### src/cct_pkg.sv
// Constants for the two-channel capture/compare timer.
// Assumes a 32-bit APB slave with byte addresses in the low eight bits.
package cct_pkg;

    // ==========================================================
    // Register byte offsets.
    localparam logic [7:0] OFS_COUNTER = 8'h00;
    localparam logic [7:0] OFS_CTRL = 8'h04;
    localparam logic [7:0] OFS_EDGE = 8'h08;
    localparam logic [7:0] OFS_CH0_CTL = 8'h0C;
    localparam logic [7:0] OFS_CH1_CTL = 8'h10;
    localparam logic [7:0] OFS_MATCH0 = 8'h14;
    localparam logic [7:0] OFS_MATCH1 = 8'h18;
    localparam logic [7:0] OFS_RELOAD0 = 8'h1C;
    localparam logic [7:0] OFS_RELOAD1 = 8'h20;
    localparam logic [7:0] OFS_REQUEST = 8'h24;
    localparam logic [7:0] OFS_ENABLE = 8'h28;
    localparam logic [7:0] OFS_PRIORITY = 8'h2C;

    // ==========================================================
    // Field positions.
    localparam int RUN_BIT = 3;
    localparam int MODE_BIT0 = 4;
    localparam int EDGE_LSB0 = 2;
    localparam int LVL_PIN = 0;
    localparam int LVL_NEXT = 1;
    localparam int LVL_AFTER = 2;
    localparam int REQ_OVF = 0;
    localparam int REQ_CH0 = 1;

    // ==========================================================
    // Reset and fixed read values, and the counter maximum.
    localparam logic [7:0] CTRL_RST = 8'h00;
    localparam logic [7:0] EDGE_RST = 8'hC0;
    localparam logic [7:0] CHCTL_RST = 8'hF8;
    localparam logic [15:0] CNT_MAX = 16'hFFFF;

    // ==========================================================
    // Capture edge encodings.
    localparam logic [1:0] EDGE_NONE = 2'h0;
    localparam logic [1:0] EDGE_RISE = 2'h1;
    localparam logic [1:0] EDGE_FALL = 2'h2;
    localparam logic [1:0] EDGE_BOTH = 2'h3;

    // ==========================================================
    // Priority levels.
    localparam logic [1:0] PRIO_TOP = 2'h2;

endpackage

### src/cct_timer.sv
// Two-channel capture/compare timer on a 16-bit free running counter.
// Assumes an APB master on CORE_CLK, a one-cycle time base tick and an
// instruction start strobe, both from logic on CORE_CLK.
// Function
// - Capture edge while running copies counter to match and raises request.
// - Capture pins are sampled on the falling clock edge.
// - Compare channels compare match to counter on each time base tick while running.
// - On match, next level moves into the pin level bit.
// - On match, after-next level moves into the next level bit.
// - On match, reload register value loads into the match register.
// - Match signal rises one counter interval after counter equals match.
// - Pin changes as the match signal and counter tick end together.
// - With undivided ticks the pin changes as counter moves from match plus one to match plus two.
// - Compare request flag sets at the next instruction start strobe.
// - Counter advances only on the time base tick.
// - Overflow, channel 0 and channel 1 each set their own request flag.
// - Each request has its own enable flag.
// - Each request has two priority bits selecting three levels.
// - Mode bits 4 and 5 choose capture when one, compare when zero.
// - Run bit 3 starts and halts the counter.
// - Edge select bits 2-3 serve channel 0, bits 4-5 channel 1.
`timescale 1ns/1ps
`default_nettype none

module cct_timer
(
    input wire logic CORE_CLK,
    input wire logic RST,
    input wire logic PSEL,
    input wire logic PENABLE,
    input wire logic PWRITE,
    input wire logic [7:0] PADDR,
    input wire logic [31:0] PWDATA,
    output logic [31:0] PRDATA,
    output logic PREADY,
    output logic PSLVERR,
    input wire logic TBC_TICK,
    input wire logic INSN_START,
    input wire logic CH0_PIN_IN,
    input wire logic CH1_PIN_IN,
    output logic CH0_PIN_OUT,
    output logic CH0_PIN_OE_N,
    output logic CH1_PIN_OUT,
    output logic CH1_PIN_OE_N,
    output logic OVF_REQ,
    output logic CH0_REQ,
    output logic CH1_REQ,
    output logic [1:0] OVF_PRIO,
    output logic [1:0] CH0_PRIO,
    output logic [1:0] CH1_PRIO
);

    // ==========================================================
    // State.
    typedef struct packed {
        logic [15:0] cnt;
        logic [2:0] clk_sel;
        logic run;
        logic [1:0] mode;
        logic [1:0][1:0] edge_sel;
        logic [1:0][2:0] lvl;
        logic [1:0][15:0] match;
        logic [1:0][15:0] reload;
        logic [2:0] req;
        logic [2:0] en;
        logic [2:0][1:0] prio;
        logic [1:0] hit;
        logic [1:0] pend;
        logic [1:0] pin_s;
        logic [1:0] pin_p;
        logic [31:0] prdata;
    } cct_state_s;

    cct_state_s s_r;
    cct_state_s s_nxt;
    logic [1:0] smp_neg_r;

    // ==========================================================
    // Helpers.
    function automatic logic edge_hit(input logic [1:0] sel,
                                      input logic prev,
                                      input logic cur);
        logic rise;
        logic fall;
        rise = cur & ~prev;
        fall = prev & ~cur;
        unique case (sel)
            cct_pkg::EDGE_NONE: edge_hit = 1'b0;
            cct_pkg::EDGE_RISE: edge_hit = rise;
            cct_pkg::EDGE_FALL: edge_hit = fall;
            cct_pkg::EDGE_BOTH: edge_hit = rise | fall;
        endcase
    endfunction

    function automatic logic [1:0] prio_level(input logic [1:0] raw);
        prio_level = (raw > cct_pkg::PRIO_TOP) ? cct_pkg::PRIO_TOP : raw;
    endfunction

    function automatic logic [31:0] read_reg(input cct_state_s st,
                                             input logic [7:0] addr);
        read_reg = 32'h0000_0000;
        unique case (addr)
            cct_pkg::OFS_COUNTER: read_reg = {16'h0000, st.cnt};
            cct_pkg::OFS_CTRL: read_reg = {26'h000_0000, st.mode,
                                           st.run, st.clk_sel};
            cct_pkg::OFS_EDGE: read_reg = {24'h00_0000,
                                           cct_pkg::EDGE_RST[7:6],
                                           st.edge_sel, 2'h0};
            cct_pkg::OFS_CH0_CTL: read_reg = {24'h00_0000,
                                              cct_pkg::CHCTL_RST[7:3],
                                              st.lvl[0]};
            cct_pkg::OFS_CH1_CTL: read_reg = {24'h00_0000,
                                              cct_pkg::CHCTL_RST[7:3],
                                              st.lvl[1]};
            cct_pkg::OFS_MATCH0: read_reg = {16'h0000, st.match[0]};
            cct_pkg::OFS_MATCH1: read_reg = {16'h0000, st.match[1]};
            cct_pkg::OFS_RELOAD0: read_reg = {16'h0000, st.reload[0]};
            cct_pkg::OFS_RELOAD1: read_reg = {16'h0000, st.reload[1]};
            cct_pkg::OFS_REQUEST: read_reg = {29'h0000_0000, st.req};
            cct_pkg::OFS_ENABLE: read_reg = {29'h0000_0000, st.en};
            cct_pkg::OFS_PRIORITY: read_reg = {26'h000_0000, st.prio};
            default: read_reg = 32'h0000_0000;
        endcase
    endfunction

    function automatic logic mapped(input logic [7:0] addr);
        mapped = (addr <= cct_pkg::OFS_PRIORITY) && (addr[1:0] == 2'h0);
    endfunction

    // ==========================================================
    // Bus decode.
    logic wr_acc;
    logic rd_setup;
    logic tick;
    logic [2:0] req_set;
    logic [1:0] cmp_fire;

    assign wr_acc = PSEL & PENABLE & PWRITE & mapped(PADDR);
    assign rd_setup = PSEL & ~PENABLE & ~PWRITE;
    assign tick = s_r.run & TBC_TICK;

    // ==========================================================
    // Next state.
    always_comb
    begin
        s_nxt = s_r;
        req_set = 3'h0;
        cmp_fire = 2'h0;

        if (rd_setup)
        begin
            s_nxt.prdata = read_reg(s_r, PADDR);
        end

        if (wr_acc)
        begin
            unique case (PADDR)
                cct_pkg::OFS_COUNTER: s_nxt.cnt = PWDATA[15:0];
                cct_pkg::OFS_CTRL:
                begin
                    s_nxt.clk_sel = PWDATA[2:0];
                    s_nxt.run = PWDATA[cct_pkg::RUN_BIT];
                    s_nxt.mode = PWDATA[cct_pkg::MODE_BIT0 +: 2];
                end
                cct_pkg::OFS_EDGE:
                    s_nxt.edge_sel = PWDATA[cct_pkg::EDGE_LSB0 +: 4];
                cct_pkg::OFS_CH0_CTL: s_nxt.lvl[0] = PWDATA[2:0];
                cct_pkg::OFS_CH1_CTL: s_nxt.lvl[1] = PWDATA[2:0];
                cct_pkg::OFS_MATCH0: s_nxt.match[0] = PWDATA[15:0];
                cct_pkg::OFS_MATCH1: s_nxt.match[1] = PWDATA[15:0];
                cct_pkg::OFS_RELOAD0: s_nxt.reload[0] = PWDATA[15:0];
                cct_pkg::OFS_RELOAD1: s_nxt.reload[1] = PWDATA[15:0];
                cct_pkg::OFS_REQUEST: s_nxt.req = PWDATA[2:0];
                cct_pkg::OFS_ENABLE: s_nxt.en = PWDATA[2:0];
                cct_pkg::OFS_PRIORITY: s_nxt.prio = PWDATA[5:0];
                default: s_nxt.req = s_r.req;
            endcase
        end

        // Counter step; a software write in the same cycle wins.
        if (tick && !(wr_acc && PADDR == cct_pkg::OFS_COUNTER))
        begin
            s_nxt.cnt = s_r.cnt + 16'h0001;
        end
        if (tick && s_r.cnt == cct_pkg::CNT_MAX)
        begin
            req_set[cct_pkg::REQ_OVF] = 1'b1;
        end

        s_nxt.pin_s = smp_neg_r;
        s_nxt.pin_p = s_r.pin_s;

        for (int ch = 0; ch < 2; ch++)
        begin
            if (s_r.mode[ch])
            begin
                if (s_r.run && edge_hit(s_r.edge_sel[ch], s_r.pin_p[ch],
                                        s_r.pin_s[ch]))
                begin
                    s_nxt.match[ch] = s_r.cnt;
                    req_set[cct_pkg::REQ_CH0 + ch] = 1'b1;
                end
                s_nxt.hit[ch] = 1'b0;
                s_nxt.pend[ch] = 1'b0;
            end
            else
            begin
                // pin change at end of tick with match signal high
                if (tick && s_r.hit[ch])
                begin
                    cmp_fire[ch] = 1'b1;
                    s_nxt.hit[ch] = 1'b0;
                    s_nxt.lvl[ch][cct_pkg::LVL_PIN] =
                        s_r.lvl[ch][cct_pkg::LVL_NEXT];
                    s_nxt.lvl[ch][cct_pkg::LVL_NEXT] =
                        s_r.lvl[ch][cct_pkg::LVL_AFTER];
                    s_nxt.match[ch] = s_r.reload[ch];
                end
                if (tick && s_r.cnt == s_r.match[ch])
                begin
                    s_nxt.hit[ch] = 1'b1;
                end
                if (s_r.pend[ch] && INSN_START)
                begin
                    req_set[cct_pkg::REQ_CH0 + ch] = 1'b1;
                    s_nxt.pend[ch] = 1'b0;
                end
                if (cmp_fire[ch])
                begin
                    s_nxt.pend[ch] = 1'b1;
                end
            end
        end

        s_nxt.req = s_nxt.req | req_set;
    end

    // ==========================================================
    // Registers.
    // falling edge sampler
    always_ff @(negedge CORE_CLK or posedge RST)
    begin
        if (RST)
        begin
            smp_neg_r <= 2'h0;
        end
        else
        begin
            smp_neg_r <= {CH1_PIN_IN, CH0_PIN_IN};
        end
    end

    always_ff @(posedge CORE_CLK or posedge RST)
    begin
        if (RST)
        begin
            s_r <= '0;
            s_r.clk_sel <= cct_pkg::CTRL_RST[2:0];
            s_r.run <= cct_pkg::CTRL_RST[cct_pkg::RUN_BIT];
            s_r.mode <= cct_pkg::CTRL_RST[cct_pkg::MODE_BIT0 +: 2];
            s_r.edge_sel <= cct_pkg::EDGE_RST[cct_pkg::EDGE_LSB0 +: 4];
            s_r.lvl[0] <= cct_pkg::CHCTL_RST[2:0];
            s_r.lvl[1] <= cct_pkg::CHCTL_RST[2:0];
        end
        else
        begin
            s_r <= s_nxt;
        end
    end

    // ==========================================================
    // Outputs.
    assign PRDATA = s_r.prdata;
    assign PREADY = 1'b1;
    assign PSLVERR = PSEL & PENABLE & ~mapped(PADDR);
    // pin follows the level bit at the change edge
    assign CH0_PIN_OUT = s_r.lvl[0][cct_pkg::LVL_PIN];
    assign CH1_PIN_OUT = s_r.lvl[1][cct_pkg::LVL_PIN];
    assign CH0_PIN_OE_N = s_r.mode[0];
    assign CH1_PIN_OE_N = s_r.mode[1];
    assign OVF_REQ = s_r.req[0] & s_r.en[0];
    assign CH0_REQ = s_r.req[1] & s_r.en[1];
    assign CH1_REQ = s_r.req[2] & s_r.en[2];
    assign OVF_PRIO = prio_level(s_r.prio[0]);
    assign CH0_PRIO = prio_level(s_r.prio[1]);
    assign CH1_PRIO = prio_level(s_r.prio[2]);

endmodule // cct_timer

`default_nettype wire

### config.mk
export PLATFORM = sky130hd
export DESIGN_NAME = cct_timer
export DESIGN_NICKNAME = d
export VERILOG_FILES = /design/src/cct_pkg.sv /design/src/cct_timer.sv
export SDC_FILE = /design/constraint.sdc
export NUM_CORES = 1
export LEC_CHECK = 0
export ABC_AREA = 1
export CAP_MARGIN = 5
export CELL_PAD_IN_SITES_DETAIL_PLACEMENT = 0
export CELL_PAD_IN_SITES_GLOBAL_PLACEMENT = 2
export CORE_AREA = 2 2 164 150
export DETAILED_ROUTE_END_ITERATION = 6
export DIE_AREA = 0 0 166 152
export DONT_BUFFER_PORTS = 1
export PLACE_DENSITY = 0.9
export RECOVER_POWER = 25
export SETUP_SLACK_MARGIN = 0.15
export SYNTH_ARGS = -nofsm -noshare
export SYNTH_HDL_FRONTEND = slang
export SYNTH_SLANG_ARGS = --single-unit
### constraint.sdc
create_clock -name CORE_CLK -period 5 [get_ports CORE_CLK]
set_input_delay 0 -clock CORE_CLK [delete_from_list [all_inputs] [get_ports CORE_CLK]]
set_output_delay 0 -clock CORE_CLK [all_outputs]
set_load 0.005 [all_outputs]
# Word level (Yosys, flattened, before mapping)
# Cells that the tools add are included.
[totals]
input_bits = 49
wordCells = 163
out_inout_bits = 47
register_bits = 150
[classes]
reduce_logical = 32
order_cmp = 4
n_addsub = 1
mux = 55
n_eq_ne = 20
n_bitwise = 24
[ops]
columns = ["cell", "n"]
rows = [
  ["2-to-1 mux 16 bit", 12],
  ["one-hot mux 16 bit (12 select lines)", 1],
  ["2-to-1 mux 108 bit", 1],
  ["== test 16 bit", 2],
  ["== test 8 x 5 -> 1 bit (second input constant)", 4],
  ["== test 8 x 6 -> 1 bit (second input constant)", 4],
  ["2-to-1 mux 1 bit", 25],
  ["AND reduction 2 bit", 9],
  ["adder 16 x 1 -> 16 bit (second input constant)", 1],
  ["== test 16 bit (second input constant)", 1],
  ["== test 8 x 4 -> 1 bit (second input constant)", 2],
  ["AND 1 bit", 14],
  ["2-to-1 mux 2 bit", 7],
  ["logical AND 1 bit", 12],
  ["2-to-1 mux 3 bit", 4],
  ["2-to-1 mux 6 bit", 2],
  ["nonzero test 3 bit", 4],
  ["== test 2 bit (second input constant)", 4],
  ["== test 8 x 3 -> 1 bit (second input constant)", 1],
  ["less-or-equal comparator 8 x 6 -> 1 bit (second input constant)", 1],
  ["logical NOT 8 bit", 1],
  ["one-hot mux 1 bit (4 select lines)", 2],
  ["NOT 1 bit", 7],
  ["> comparator 2 bit (second input constant)", 3],
  ["other kinds (7)", 12],
]

# Logic depth before layout (Yosys ltp)
# Gate-level depths: netlist of the first run.
[depth]
depth_word = 9
depth_mapped = 12
mapped_depth_nobuf = 11

==> reports/qor.txt, run 1 <==
post-synthesis mux area share: 0
GPL Wtd Cong: 0.866
fin area: 9100 µm²
Synth area leader: dfrtp_1
Sw Pwr: 0.000680 W
Max Cap Viol: 2
nets@finish: 1216
DP Area: 8320 µm²
routed vias: 7656
Worst Path Required: 2.88 ns
largest family of logic cells by synthesized area: simple AND/OR/NAND/NOR gates
Setup WS pre-CTS: 2.00 ns
Mapped Avg Cell Area: 7.00 µm²
combinational share of power: 0.043
post-route insts no fill: 1484
wire per inst: 18.5 µm
Top delay family on crit path: buffers and inverters
failing checks: capacitance limit, slew limit
CTS max path bufs: 2
WL met1: 12500 µm
CP max-delay cell: clkinvlp_2
DRC errors left: 0
count of final max-slew check failures: 81
Clock Skew: 0.0255 ns
CTS sink cnt: 134
synth-to-layout area growth: 8.87%
#FFs+latches synth: 134
Fin Setup TNS: 0 ns
RSZ-0062 raised after global routing: false
Commonest cells post-synth: nand2_1, inv_1, dfrtp_1
Top Metal Used: met5
sequential-to-total area share from yosys stat: 0.401
clock share of power: 0.512
critical-path cell list: dlygate4sd3_1 > clkinvlp_2
Top FF cell, synth: dfrtp_1
top cell type's share of synthesized area: 0.395
die width: 166 µm
share of cells above drive strength 1: 0.0579
crit end category: async pin
most numerous cell in the Yosys netlist: nand2_1
routed wl met2: 12800 µm
Sw Ratio: 0.276
Detailed Route Iter0 Violations: 574
Final Hold Fails: 0
Pre-Repair DR Iteration Count: 7
Reg clk slew, reported paths: 0.07 ns
Initial Util: 0.353
Synth area leaders: dfrtp_1, nand2_1, nand3_1
largest net degree at the start of global routing: 58
Power, Total: 0.00247 W
# Post-CTS Setup Buffers: 0
Mapped Area: 8360 µm²
largest fanout on the critical path: 39
share of total power in sequential cells: 0.444
post-DP HPWL: 18300 µm
status: finished, violations left
row count: 54
setup violators final: 0
antenna violations before repair: 2
die area: 25200 µm²
critical path class: input port to async pin
Critical Path AT: 1.58 ns
relative slew slack: -0.565
number of port buffers: 0
vias in the first global route: 7087
Buf/Inv on CP: 2
worst slew pin tran: 2.35 ns
met3 wire len: 1940 µm
Synth Area in Compound Gates: 0.0854
Worst Setup Start Kind: input port
CTS buffer count: 17
Post-Synth XOR/XNOR Area: 0.0346
global-route total usage across every layer: 0.219
CTS tree: yes
Die Y-Extent: 152 µm
worst skew pair latency: 0.43 ns
r2r setup slk: 2.08 ns
Inst Count DP: 1429
Mapped Cells: 1194
final setup margin: 1.30 ns
count of different cell masters after synthesis: 34
Clock Tree Root: clkbuf_16
Total Routed Length: 27500 µm
first-pass GRT wire length: 42900 µm
Post-Synth Simple-Gate Area: 0.331
YS warnings: 0
hold crit path type: input port to flop
Post-synth EDFFs: 0
H-Tree Depth: 4
antenna viol nets, final: 0
Slowest Stage Delay on Critical Path: 1.03 ns
vias per cell: 5.16
Int Power: 0.00179 W
Peak VDD IR: 0.166 mV
total gr overflow: 0
P_leak: 4.62 nW
Pwr Density: 271 nW/µm²
Post-synth ARST share: 1.00
num ports: 96
Core Region: 23700 µm²
Synth Area in Adders: 0.00748
-- what timing repair did --
| item | 4_1_cts | 5_1_grt |
|---|---|---|
| endpoints found under the hold margin | 154 | 0 |
| hold buffers | 22 | 0 |
| endpoints found under the setup margin | 0 | 0 |
| resized for setup | 0 | 0 |
-- flip-flops by register name, summed over array words and instances (netlist names) --
signal / count
CH0_PIN_OE_N: 1
CH0_PIN_OUT: 1
CH1_PIN_OE_N: 1
CH1_PIN_OUT: 1
PRDATA: 16
s_nxt: 2
s_r: 110
smp_neg_r: 2
-- path summary, 6_finish.rpt --
kind,from,endpoint,cells past startpoint
setup / recovery,RST,smp_neg_r[1],2
hold / removal,PADDR[2],s_r[118],4
setup reg to reg,smp_neg_r[1],s_nxt[33],0
hold reg to reg,s_nxt[32],s_r[32],0
max in group CORE_CLK,PADDR[5],s_r[146],10
min in group asynchronous,RST,s_r[33],2
-- cell usage in the layout, fill, tap and decap left out, types with 2 or more instances in the layout --
cell type / count
inv_6: 6
o22ai_1: 33
nand4_1: 47
o21ai_1: 55
xnor2_1: 29
nand2_2: 6
xor2_1: 4
nor3_1: 4
inv_1: 148
nand2_1: 361
inv_8: 7
conb_1: 17
nand3_1: 129
clkbuf_16: 17
dfrtp_1: 132
a21oi_1: 18
dfrtn_1: 2
nor2_1: 68
buf_4: 11
nand2_4: 3
dlygate4sd3_1: 22
o21ai_0: 27
nand3_2: 4
nand3b_1: 2
inv_2: 4
ha_1: 5
-- power groups by stage --
stage          clock (W)  combinational [W]  sequential, W
2_1_floorplan          0          0.0000721        0.00111
4_1_cts          0.00128           0.000109        0.00110
5_1_grt          0.00133           0.000119        0.00110
3_5_place_dp           0          0.0000850        0.00112
3_3_place_gp           0          0.0000847        0.00112
6_report         0.00126           0.000107        0.00110
-- cell families after synthesis --
kind of cell	count (synthesis)
buf+inv	255
fa+ha+maj	5
simple gates	631
xor+xnor	33
compound gates	134
other cells	2
flops	134
-- routing by layer --
layer	global-route usage	vias to the layer above
li1	-	3695
met1	0.314	3666
met2	0.346	266
met3	0.0378	27
met4	0.0513	2
met5	0	-
-- cell type report --
type	count	area, µm²
Inverter	155	586
Sequential cell	134	3350
Fill cell	2547	14600
Tap cell	308	385
Clock buffer	17	425
Clock inverter	15	153
Antenna cell	1	2.50
Timing Repair Buffer	34	307
Multi-Input combinational cell	820	3890
-- per-stage QoR --
step                       util  hold slack, ns
final                     0.384          0.0415
after CTS                 0.384         0.00588
after floorplan               -          0.0775
after global placement    0.351          0.0823
after detailed placement  0.351          0.0828
after global routing      0.384          0.0719
Note: power is estimated with default switching activity, not from simulation.
==> run 2, diff against run 1 <==
clock period = 3.42 ns   (was 5 ns; I/O delays follow)
==> reports/qor.txt, run 2 (synthesis results as in run 1) <==
Critical Path AT: 2.67 ns
CP max-delay cell: dlygate4sd3_1
crit path from: PADDR[5]
worst reg-to-reg path cell count: 7
largest net degree at the start of global routing: 64
Core Region: 23700 µm²
minimum clock period: 2.35 ns
total gr overflow: 0
nets@finish: 1224
DRC errors left: 0
hold crit path type: input port to flop
reg2reg start: s_r[133]
CTS sink cnt: 134
post-route clock period utilization: 0.688
Pwr Density: 399 nW/µm²
die width: 166 µm
fin area: 9190 µm²
Seq. cell area: 3350 µm²
Worst Path Required: 3.74 ns
hold path depth: 5
Initial Util: 0.353
r2r setup slk: 1.27 ns
count of final max-slew check failures: 0
wire per inst: 18.3 µm
Max Cap Viol: 0
crit end category: flop
row count: 54
Top delay family on crit path: simple AND/OR/NAND/NOR gates
CTS buffer count: 17
Die Y-Extent: 152 µm
Detailed Route Iter0 Violations: 655
Worst Min Path Start: PADDR[4]
critical path class: input port to flop
global-route total usage across every layer: 0.221
Reg-to-Reg End: s_r[49]
Worst Setup Start Kind: input port
H-Tree Depth: 4
relative slew slack: 0.0562
vias in the first global route: 7217
die area: 25200 µm²
post-DP HPWL: 18700 µm
Slowest Stage Delay on Critical Path: 0.55 ns
Pre-Repair DR Iteration Count: 5
status: finished clean
first-pass GRT wire length: 43300 µm
worst skew pair latency: 0.44 ns
multi-input logic area: 3900 µm²
vias per cell: 5.11
Clock Skew: 0.0282 ns
P_leak: 4.66 nW
fillers: 2543
antenna viol nets, final: 0
Hold Path Sink: s_r[47]
fmax: 425 MHz
Largest Register: s_r
DP Area: 8380 µm²
Buf/Inv on CP: 3
# Post-CTS Setup Buffers: 0
share of cells above drive strength 1: 0.0642
CTS tree: yes
Fin Setup TNS: 0 ns
routed vias: 7616
number of port buffers: 0
ant diodes: 0
Peak VDD IR: 0.274 mV
RSZ-0062 raised after global routing: false
Final Hold Fails: 0
num ports: 96
antenna violations before repair: 1
critical-path cell list: dlygate4sd3_1 > nand2_2 > nor2_4 > nand2_2 > nand2_4 > buf_4 > nand3_2 > nand2_1 > nand3_1 > nand2_1 > inv_1
setup violators final: 0
Clock Tree Root: clkbuf_16
worst slew pin tran: 1.42 ns
GPL Wtd Cong: 0.900
most frequent cells in the layout: nand2_1, inv_1, dfrtp_1
largest fanout on the critical path: 28
CTS max path bufs: 2
Total Routed Length: 27400 µm
synth-to-layout area growth: 9.84%
most common cell after layout, fill and taps aside: nand2_1
Largest register FFs: 110
Reg clk slew, reported paths: 0.07 ns
-- run 2: cell count changes in the layout (fill, tap and decap cells not counted), sizes merged --
| cell | delta |
|---|---|
| clkbuf | +1 |
| bufinv | +2 |
| diode | -1 |
| buf | +8 |
| inv | -7 |
| clkinv | +2 |
| clkinvlp | +2 |
-- run 2: per-layer routing --
layer	up-vias	track usage	routed length, µm
li1	3719	-	-
met1	3618	0.315	12800
met2	240	0.339	12300
met3	37	0.0404	1590
met4	2	0.0687	564
met5	-	0	11
-- run 2: through the flow --
stage	hold slack (ns)	total power, W	worst slack, ns	std cells	util
finish	0.0238	0.00366	1.07	1491	0.387
global route	0.0414	0.00378	0.883	1491	0.387
CTS	0.0101	0.00369	1.11	1491	0.388
detailed placement	-0.120	0.00176	1.13	1437	0.353
global placement	-0.116	0.00176	1.15	1437	0.353
floorplan	0.0775	0.00173	0.152	1209	-
-- run 2: layout make-up --
class	count	area share
multi-input combinational	820	0.425
clock buffer	18	0.0467
clock inverter	14	0.0180
sequential	134	0.365
tap	308	0.0420
timing repair buffer	42	0.0400
inverter	155	0.0637
-- run 2: how the worst max path moves through the flow --
| stage | to | slack [ns] | cells after the start |
|---|---|---|---|
| final | s_r[104] | 1.07 | 11 |
| after floorplan | smp_neg_r[0] | 0.15 | 1 |
| after CTS | s_r[132] | 1.11 | 11 |
| after global placement | s_r[146] | 1.15 | 11 |
| after global routing | s_r[107] | 0.88 | 11 |
| after detailed placement | s_r[146] | 1.13 | 11 |
-- run 2: worst register-to-register path: cells and delay by family (launching register included) --
kind | cells | cell delay (ns)
buffers and inverters | 1 | 0.16
adder cells (fa/ha/maj) | 1 | 0.29
AND/OR/NAND/NOR | 4 | 0.80
flip-flops | 1 | 0.60
AO/OA/AOI/OAI | 1 | 0.21
-- run 2: repair_timing --
action / 4_1_cts / 5_1_grt
hold buffers: 22 / 0
gates resized for setup: 0 / 0
endpoints found under the hold margin: 133 / 0
-- run 2: where the power goes --
group / switching [W] / internal (W) / total [W]
logic: 0.000119 / 0.0000376 / 0.000156
clock network: 0.000809 / 0.00109 / 0.00190
registers: 0.00000872 / 0.00159 / 0.00160
total: 0.000937 / 0.00273 / 0.00366
